==> config.mk <==
export PLATFORM = sky130hd
export DESIGN_NAME = ims_master_seq
export DESIGN_NICKNAME = d
export VERILOG_FILES = /design/src/hw/ims_pkg.sv /design/src/hw/ims_stream_if.sv /design/src/hw/ims_fifo.sv /design/src/hw/ims_master_seq.sv
export SDC_FILE = /design/constraint.sdc
export NUM_CORES = 1
export LEC_CHECK = 0
export BUFFER_PORTS_ARGS = -buffer_cell sky130_fd_sc_hd__buf_2
export CORE_ASPECT_RATIO = 1.1
export CORE_MARGIN = 1.5
export CORE_UTILIZATION = 58
export CTS_BUF_LIST = sky130_fd_sc_hd__clkbuf_2 sky130_fd_sc_hd__clkbuf_4 sky130_fd_sc_hd__clkbuf_8
export DETAILED_ROUTE_END_ITERATION = 10
export HOLD_SLACK_MARGIN = 0.15
export PLACE_DENSITY = 0.78
export SLEW_MARGIN = 20
export SYNTH_ARGS = -nofsm -noshare
export SYNTH_HDL_FRONTEND = slang
export SYNTH_SLANG_ARGS = --single-unit
==> constraint.sdc <==
create_clock -name clock -period 3.25 [get_ports clock]
set_input_delay 0.325 -clock clock [delete_from_list [all_inputs] [get_ports clock]]
set_output_delay 0.325 -clock clock [all_outputs]
set_load 0.01 [all_outputs]
==> src/hw/ims_pkg.sv <==
// Constants shared by the event sequencer, its port checker and the device model
package ims_pkg;
	// Register indices on the device register port
	localparam logic [1:0] REG_CR  = 2'h0;
	localparam logic [1:0] REG_SR1 = 2'h1;
	localparam logic [1:0] REG_SR2 = 2'h2;
	localparam logic [1:0] REG_DR  = 2'h3;
	// Control register fields
	localparam int CR_PE    = 5;
	localparam int CR_START = 3;
	localparam int CR_ACK   = 2;
	localparam int CR_STOP  = 1;
	localparam int CR_ITE   = 0;
	localparam logic [7:0] CR_RST = 8'h00;
	// Status one register fields
	localparam int SR1_EVF  = 7;
	localparam int SR1_BUSY = 4;
	localparam int SR1_BTF  = 3;
	localparam int SR1_MSL  = 1;
	localparam int SR1_SB   = 0;
	// Status two register fields
	localparam int SR2_AF   = 4;
	localparam int SR2_ARBITRATION_LOST_FLAG = 2;
	localparam int SR2_BUS_ERROR_FLAG = 1;
	// Poll interval
	localparam int CLK_PERIOD_NS = 5;
	localparam int POLL_NS       = 1000;
	localparam int POLL_CYC      = POLL_NS / CLK_PERIOD_NS;
	// Transfer phases
	typedef enum logic [1:0] {
		PH_START,
		PH_ADDR,
		PH_DATA,
		PH_END
	} ims_phase_t;
endpackage : ims_pkg

==> src/hw/ims_stream_if.sv <==
// Valid/ready byte stream between sequencer and FIFOs
`timescale 1ns/100ps
interface ims_stream_if #(parameter int W = 8);
	logic         valid;
	logic         ready;
	logic [W-1:0] data;
	modport src (output valid, output data, input ready);
	modport snk (input valid, input data, output ready);
endinterface : ims_stream_if

==> src/hw/ims_fifo.sv <==
// Synchronous FIFO with registered full and empty flags
`timescale 1ns/100ps
module ims_fifo #(
	parameter int W     = 8,
	parameter int DEPTH = 16
) (
	input wire logic      clock,
	input wire logic      rstn,
	ims_stream_if.snk     in_s,
	ims_stream_if.src     out_s
);
	localparam int AW = $clog2(DEPTH);

	logic [W-1:0] mem [DEPTH];
	logic [AW-1:0] wp;
	logic [AW-1:0] rp;
	logic [AW:0]   count;
	logic          full;
	logic          empty;
	wire           push = in_s.valid && !full;
	wire           pop  = out_s.ready && !empty;
	wire [AW:0]    next_count = count + {{AW{1'b0}}, push} - {{AW{1'b0}}, pop};

	// Handshake flags straight from flops
	assign in_s.ready  = !full;
	assign out_s.valid = !empty;
	assign out_s.data  = mem[rp];

	////////////////////////////////////////////////////////////////////////
	// Storage
	always_ff @(posedge clock) begin
		if (push) begin
			mem[wp] <= in_s.data;
		end
	end

	// Pointers and flags
	always_ff @(posedge clock) begin
		if (!rstn) begin
			wp    <= '0;
			rp    <= '0;
			count <= '0;
			full  <= 1'b0;
			empty <= 1'b1;
		end else begin
			wp    <= push ? AW'(wp + 1'b1) : wp;
			rp    <= pop ? AW'(rp + 1'b1) : rp;
			count <= next_count;
			full  <= (next_count == (AW+1)'(DEPTH));
			empty <= (next_count == '0);
		end
	end
endmodule : ims_fifo

==> src/hw/ims_master_seq.sv <==
// Host sequencer driving the I2C interface registers for master transfers
`timescale 1ns/100ps
module ims_master_seq #(
	parameter int LW = 8
) (
	input  wire logic          clock,
	input  wire logic          rstn,
	// User command port
	input  wire logic          cmd_valid,
	output logic               cmd_ready,
	input  wire logic          cmd_read,
	input  wire logic [6:0]    cmd_addr,
	input  wire logic [LW-1:0] cmd_len,
	input  wire logic          tx_valid,
	output logic               tx_ready,
	input  wire logic [7:0]    tx_data,
	output logic               rx_valid,
	input  wire logic          rx_ready,
	output logic [7:0]         rx_data,
	output logic               done,
	output logic [2:0]         done_err,
	// Device register port
	output logic [1:0]         reg_addr,
	output logic               reg_wr,
	output logic               reg_rd,
	output logic [7:0]         reg_wdata,
	input  wire logic [7:0]    reg_rdata,
	input  wire logic          dev_irq
);
	typedef enum logic [4:0] {
		IDLE, EN1, EN2, BUSY_RD, BUSY_CHK, START, POLL_WAIT, POLL_CHK, SR2_RD, SR2_CHK,
		ADDR_WR, EV6_RD, EV6_WR, TX_RD, TX_WR, TX_STOP, RX_CR, RX_RD, RX_CAP,
		REL_SET, REL_CLR, END_WAIT, END_CHK, DONE
	} ims_state_t;

	ims_state_t         state;
	ims_pkg::ims_phase_t phase;
	logic               rd_mode;
	logic [6:0]         addr;
	logic [LW-1:0]      rem;
	logic               irq_m;
	logic               irq_s;
	logic [15:0]        poll_cnt;
	logic               poll_tick;

	ims_stream_if #(.W(8)) tx_in ();
	ims_stream_if #(.W(8)) tx_out ();
	ims_stream_if #(.W(8)) rx_in ();
	ims_stream_if #(.W(8)) rx_out ();

	// Control register images
	wire [7:0] cr_pe    = 8'h01 << ims_pkg::CR_PE;
	wire [7:0] cr_base  = cr_pe | (8'h01 << ims_pkg::CR_ITE);
	wire [7:0] cr_ack   = 8'h01 << ims_pkg::CR_ACK;
	wire [7:0] cr_start = 8'h01 << ims_pkg::CR_START;
	wire [7:0] cr_stop  = 8'h01 << ims_pkg::CR_STOP;

	// Status decode of the word returned after a read
	wire event_flag   = reg_rdata[ims_pkg::SR1_EVF];
	wire sb    = reg_rdata[ims_pkg::SR1_SB];
	wire byte_finished_flag   = reg_rdata[ims_pkg::SR1_BTF];
	wire busy  = reg_rdata[ims_pkg::SR1_BUSY];
	wire msl   = reg_rdata[ims_pkg::SR1_MSL];
	wire [2:0] errs = {reg_rdata[ims_pkg::SR2_AF], reg_rdata[ims_pkg::SR2_BUS_ERROR_FLAG], reg_rdata[ims_pkg::SR2_ARBITRATION_LOST_FLAG]};
	wire last_rx = (rem == LW'(1));
	wire rem_two = (rem == LW'(2));

	// FIFO hookup
	assign tx_in.valid  = tx_valid;
	assign tx_in.data   = tx_data;
	assign tx_ready     = tx_in.ready;
	assign tx_out.ready = (state == TX_WR) && tx_out.valid;
	assign rx_in.valid  = (state == RX_CAP);
	assign rx_in.data   = reg_rdata;
	assign rx_valid     = rx_out.valid;
	assign rx_data      = rx_out.data;
	assign rx_out.ready = rx_ready;

	ims_fifo #(.W(8), .DEPTH(16)) u_tx_fifo (
		.clock (clock),
		.rstn  (rstn),
		.in_s  (tx_in),
		.out_s (tx_out)
	);

	ims_fifo #(.W(8), .DEPTH(16)) u_rx_fifo (
		.clock (clock),
		.rstn  (rstn),
		.in_s  (rx_in),
		.out_s (rx_out)
	);

	////////////////////////////////////////////////////////////////////////
	// Interrupt pin synchroniser, the device request is gated by its enable
	always_ff @(posedge clock) begin
		if (!rstn) begin
			irq_m <= 1'b0;
			irq_s <= 1'b0;
		end else begin
			irq_m <= dev_irq;
			irq_s <= irq_m;
		end
	end

	// Poll divider, a fallback beside the interrupt in POLL_WAIT and the only wake-up in END_WAIT
	always_ff @(posedge clock) begin
		if (!rstn) begin
			poll_cnt  <= '0;
			poll_tick <= 1'b0;
		end else begin
			poll_tick <= (poll_cnt == 16'(ims_pkg::POLL_CYC - 1));
			poll_cnt  <= (poll_cnt == 16'(ims_pkg::POLL_CYC - 1)) ? '0 : poll_cnt + 16'h0001;
		end
	end

	////////////////////////////////////////////////////////////////////////
	// Transfer sequencer
	always_ff @(posedge clock) begin
		reg_wr <= 1'b0;
		reg_rd <= 1'b0;
		done   <= 1'b0;
		if (!rstn) begin
			state     <= IDLE;
			phase     <= ims_pkg::PH_START;
			cmd_ready <= 1'b1;
			done_err  <= 3'h0;
			rd_mode   <= 1'b0;
			addr      <= 7'h00;
			rem       <= '0;
			reg_addr  <= ims_pkg::REG_CR;
			reg_wdata <= ims_pkg::CR_RST;
		end else begin
			unique case (state)
				IDLE: if (cmd_valid) begin
					cmd_ready <= 1'b0;
					rd_mode   <= cmd_read;
					addr      <= cmd_addr;
					rem       <= (cmd_len == '0) ? LW'(1) : cmd_len;
					done_err  <= 3'h0;
					state     <= EN1;
				end
				// First write only sets the enable, second one takes the rest
				EN1: begin
					reg_wr <= 1'b1; reg_addr <= ims_pkg::REG_CR; reg_wdata <= cr_pe;
					state  <= EN2;
				end
				EN2: begin
					reg_wr <= 1'b1; reg_addr <= ims_pkg::REG_CR; reg_wdata <= cr_base | cr_ack;
					state  <= BUSY_RD;
				end
				BUSY_RD: begin
					reg_rd <= 1'b1; reg_addr <= ims_pkg::REG_SR1;
					state  <= BUSY_CHK;
				end
				BUSY_CHK: state <= busy ? BUSY_RD : START;
				START: begin
					reg_wr <= 1'b1; reg_addr <= ims_pkg::REG_CR;
					reg_wdata <= cr_base | cr_ack | cr_start;
					phase  <= ims_pkg::PH_START;
					state  <= POLL_WAIT;
				end
				// Status-one read opens every access pair
				POLL_WAIT: if (irq_s || poll_tick) begin
					reg_rd <= 1'b1; reg_addr <= ims_pkg::REG_SR1;
					state  <= POLL_CHK;
				end
				POLL_CHK: begin
					if (!event_flag)
						state <= POLL_WAIT;
					else if (sb)
						state <= ADDR_WR;
					else if (byte_finished_flag && phase == ims_pkg::PH_DATA)
						state <= rd_mode ? RX_CR : TX_WR;
					else
						state <= SR2_RD;
				end
				SR2_RD: begin
					reg_rd <= 1'b1; reg_addr <= ims_pkg::REG_SR2;
					state  <= SR2_CHK;
				end
				SR2_CHK: begin
					if (errs != 3'h0) begin
						done_err <= errs;
						state    <= REL_SET;
					end else if (phase == ims_pkg::PH_ADDR)
						state <= EV6_RD;
					else
						state <= POLL_WAIT;
				end
				ADDR_WR: begin
					reg_wr <= 1'b1; reg_addr <= ims_pkg::REG_DR;
					reg_wdata <= {addr, rd_mode};
					phase  <= ims_pkg::PH_ADDR;
					state  <= POLL_WAIT;
				end
				EV6_RD: begin
					reg_rd <= 1'b1; reg_addr <= ims_pkg::REG_SR1;
					state  <= EV6_WR;
				end
				// Single byte reads lose the acknowledge before the data arrives
				EV6_WR: begin
					reg_wr <= 1'b1; reg_addr <= ims_pkg::REG_CR;
					reg_wdata <= (rd_mode && last_rx) ? cr_base : (cr_base | cr_ack);
					phase  <= ims_pkg::PH_DATA;
					state  <= rd_mode ? POLL_WAIT : TX_RD;
				end
				TX_RD: begin
					reg_rd <= 1'b1; reg_addr <= ims_pkg::REG_SR1;
					state  <= TX_WR;
				end
				// Stalls with the clock stretched while the FIFO is empty
				TX_WR: if (tx_out.valid) begin
					reg_wr <= 1'b1; reg_addr <= ims_pkg::REG_DR;
					reg_wdata <= tx_out.data;
					rem    <= rem - LW'(1);
					state  <= last_rx ? TX_STOP : POLL_WAIT;
				end
				TX_STOP: begin
					reg_wr <= 1'b1; reg_addr <= ims_pkg::REG_CR;
					reg_wdata <= cr_base | cr_ack | cr_stop;
					phase  <= ims_pkg::PH_END;
					state  <= END_WAIT;
				end
				RX_CR: begin
					if (rem_two || last_rx) begin
						reg_wr <= 1'b1; reg_addr <= ims_pkg::REG_CR;
						reg_wdata <= last_rx ? (cr_base | cr_stop) : cr_base;
					end
					state <= RX_RD;
				end
				// Data read waits for room so no byte is dropped
				RX_RD: if (rx_in.ready) begin
					reg_rd <= 1'b1; reg_addr <= ims_pkg::REG_DR;
					state  <= RX_CAP;
				end
				RX_CAP: begin
					rem   <= rem - LW'(1);
					phase <= last_rx ? ims_pkg::PH_END : phase;
					state <= last_rx ? END_WAIT : POLL_WAIT;
				end
				// Release the lines after an error: set then clear the stop request
				REL_SET: begin
					reg_wr <= 1'b1; reg_addr <= ims_pkg::REG_CR;
					reg_wdata <= cr_base | cr_ack | cr_stop;
					state  <= REL_CLR;
				end
				REL_CLR: begin
					reg_wr <= 1'b1; reg_addr <= ims_pkg::REG_CR;
					reg_wdata <= cr_base | cr_ack;
					state  <= DONE;
				end
				END_WAIT: if (poll_tick) begin
					reg_rd <= 1'b1; reg_addr <= ims_pkg::REG_SR1;
					state  <= END_CHK;
				end
				END_CHK: state <= msl ? END_WAIT : DONE;
				DONE: begin
					done      <= 1'b1;
					cmd_ready <= 1'b1;
					state     <= IDLE;
				end
			endcase
		end
	end
endmodule : ims_master_seq

==> results.cfg <==
[clock_network]
cts_max_path_buffers = 3
ctsHoldBuffers = 29
postCtsSetupBuffers = 0
cts_tree = done
cts_resized = 0
cts_made_buffers = 53
clock_sinks = 353
cts-root-buf = clkbuf_8
clkTransAtPathRegs_ns = 0.06
worstSkewPairLatency_ns = 0.58
cts_max_level = 2

[logic_synthesis]
synthCells = 1033
synth_compound_area_frac = 0.0621
ys_types = 80
yosys.area_share.simple = 0.102
synth_top_family_by_area = multiplexers
synth_area_um2 = 15000
syn_area_per_cell_um2 = 14.5
dominantRegCellSynth = edfxtp_1
ys_ff_latch = 353
synthArstFlopShare = 0
synth-edff-count = 256
syn_nets = 1097
synth_fa_ha_area_frac = 0.0227
synth-warning-count = 0
synth_xor_area_frac = 0.0216
ys_seq_area_frac = 0.643
synth_mux_area_frac = 0.123

[global_route]
antenna_found_initial = 0
grt_pass1_wl_mm = 48.7
grtUsageTotal = 0.240
overflow = 0
grt_max_degree = 52
grt_pass1_vias = 9290

[power]
power_density_nw_per_um2 = 596
comb_power_share = 0.142
clockPowerShare = 0.357
intPower_mw = 7.74
seqPwrFrac = 0.501
leakage_nw = 5.80
swShare = 0.242
ir_worst_vdd_v = 0.000448
switching_power_mw = 2.47

[outcome]
status = completed

[die]
die_w_um = 156
start_util = 0.591
coreArea_um2 = 25300
dieArea_um2 = 26800
io_pins = 65
num_rows = 61
die_y_um = 172

[sta]
post-route-period-util = 0.939
fin_skew_ns = 0.0210
finalSetupViolations = 0
fin_tns_setup_ns = 0
tightest_slew_ns = 0.875
rsz0062_at_grt = false
hold_viol = 0
slew_violations = 0
fin_crit_ns = 3.05
fmax_ghz = 0.328
slew_headroom = 0.411

[placement]
dp_hpwl_mm = 20.6
portBuffers = 64
globalplace.congestion = 0.954

[cells_and_area]
diodes = 0
fin_util = 0.677
drive_gt1_frac = 0.241
nNetsFinal = 1227
n_fill_cell = 1730
area_growth_pct = 14.5

[worst_setup_path]
ff2ff_path_depth = 10
start_kind = flop
rr_startpoint = state[3]$_SDFFE_PN0P_
crit_path_max_fanout = 7
critPathCapture = u_tx_fifo.full$_SDFF_PN0_
crit_required_ns = 3.74
timing.rr.end = u_tx_fifo.full$_SDFF_PN0_
critPathLaunch = state[3]$_SDFFE_PN0P_
reg2reg_slack_ns = 0.20
crit_type = flop to flop
end_kind = flop
arrival_ns = 3.54

[drt]
drtIter0Drc = 878
wl_per_cell_um = 20.1
drt-total-wl_mm = 31.1
dr.pass1.iters = 5
drtAntennaViolNets = 0
drc = 0
post_drt_via_cell_ratio = 5.91
vias = 9149

[job]
max-cap-violations = 0

[worst_hold_path]
worstHoldPathType = primary input to flop
==> kinds of logic (layout without fill, tap and decap cells) <==
family,after synthesis,count (layout)
DFF,353,353
and+or+nand+nor,305,305
AOI/OAI and AO/OA,133,133
muxes,93,93
buffers and inverters,86,255
xor gates and xnor gates,37,37
adders and majority gates,26,26
==> per-stage QoR <==
step | hold slack [ns] | worst slack [ns] | cell area (um2) | power, mW | std cells
2_1_floorplan | 0.412 | 0.163 | 15000 | 6.23 | 1033
3_3_place_gp | 0.427 | 0.359 | 15800 | 6.59 | 1425
3_5_place_dp | 0.434 | 0.280 | 15800 | 6.63 | 1425
4_1_cts | 0.159 | 0.225 | 17200 | 10.3 | 1548
5_1_grt | 0.191 | 0.0788 | 17200 | 10.6 | 1548
6_report | 0.186 | 0.197 | 17200 | 10.2 | 1548
==> metal layers <==
metal  wire length (um)  GRT usage
met5                  0          0
met3               1570     0.0348
met2              16000      0.413
met4               1190      0.110
met1              12400      0.301
==> power by group through the flow <==
stage | clock, mW | combinational, mW | sequential, mW
after floorplan | 0 | 1.05 | 5.18
after global placement | 0 | 1.39 | 5.20
after detailed placement | 0 | 1.42 | 5.21
after CTS | 3.73 | 1.47 | 5.12
after global routing | 3.89 | 1.60 | 5.13
final | 3.65 | 1.45 | 5.12
==> layout by cell type (no fill, tap or decap), types with 5 or more instances in the layout <==
cell and n:
o22ai_1 6, a21oi_1 41, inv_1 27, o21a_1 6
buf_4 39, ha_1 24, xnor2_1 18, nor3_1 24
nor2_1 106, edfxtp_1 256, a31oi_1 5, nor4_1 6
nand2b_1 14, and3_1 6, nand2_1 57, a22oi_1 5
mux2i_1 19, buf_2 64, nand3_1 16, or3_1 9
mux4_2 73, nand3b_1 7, nor2b_1 11, nand4_1 9
a21o_1 7, clkbuf_8 62, dlygate4sd3_1 29, xor2_1 19
clkbuf_4 27, dfxtp_1 95, o21ai_0 14, and2_1 14
==> registers in the layout, summed over array words and instances, names as in the netlist, 7 cells and up, named ones only <==
| name | flops |
|---|---|
| u_rx_fifo.mem | 128 |
| rem | 8 |
| u_tx_fifo.mem | 128 |
| poll_cnt | 16 |
| addr | 7 |
| reg_wdata | 8 |
==> cell usage after synthesis (14+ instances only) <==
cell type,number,share of area
mux4_2,73,0.11
o21ai_0,14,0.0047
buf_2,23,0.0077
nor3_1,24,0.0080
clkbuf_1,22,0.0055
xor2_1,19,0.011
mux2i_1,19,0.013
nand2_1,57,0.014
dfxtp_1,97,0.13
and2_1,14,0.0058
xnor2_1,18,0.011
nor2_1,106,0.027
a21oi_1,41,0.014
nand2b_1,14,0.0058
inv_1,27,0.0068
nand3_1,16,0.0053
ha_1,24,0.020
edfxtp_1,256,0.51
==> critical path, stage by stage, from the launching register on <==
cell,delay (ns)
dfxtp_1,0.34
or3b_1,0.49
nor3_2,0.20
ha_1,0.26
inv_1,0.06
ha_1,0.16
inv_1,0.06
fa_1,0.43
xnor2_1,0.16
or4b_2,0.66
nor3_1,0.15
==> cell type report <==
class	instances	area (um2)	area share
clock inverters	5	36.3	0.00212
clock buffers	89	1060	0.0616
repair buffers	133	923	0.0538
flip-flops and latches	353	9630	0.562
multi-input cells	594	4970	0.290
inverters	28	105	0.00613
well taps	346	433	0.0252
==> how the worst min path moves through the flow <==
stage	from	depth (start not counted)	endpoint	slack (ns)
after floorplan	irq_m$_SDFF_PN0_	1	irq_s$_SDFF_PN0_	0.41
after global placement	irq_m$_SDFF_PN0_	1	irq_s$_SDFF_PN0_	0.43
after detailed placement	poll_cnt[0]$_SDFF_PP0_	1	poll_cnt[0]$_SDFF_PP0_	0.43
after CTS	cmd_len[3]	4	rem[3]$_SDFFE_PN0P_	0.16
after global routing	cmd_len[3]	4	rem[3]$_SDFFE_PN0P_	0.19
final	cmd_len[3]	4	rem[3]$_SDFFE_PN0P_	0.19
Power figures use the tool's default switching activity.
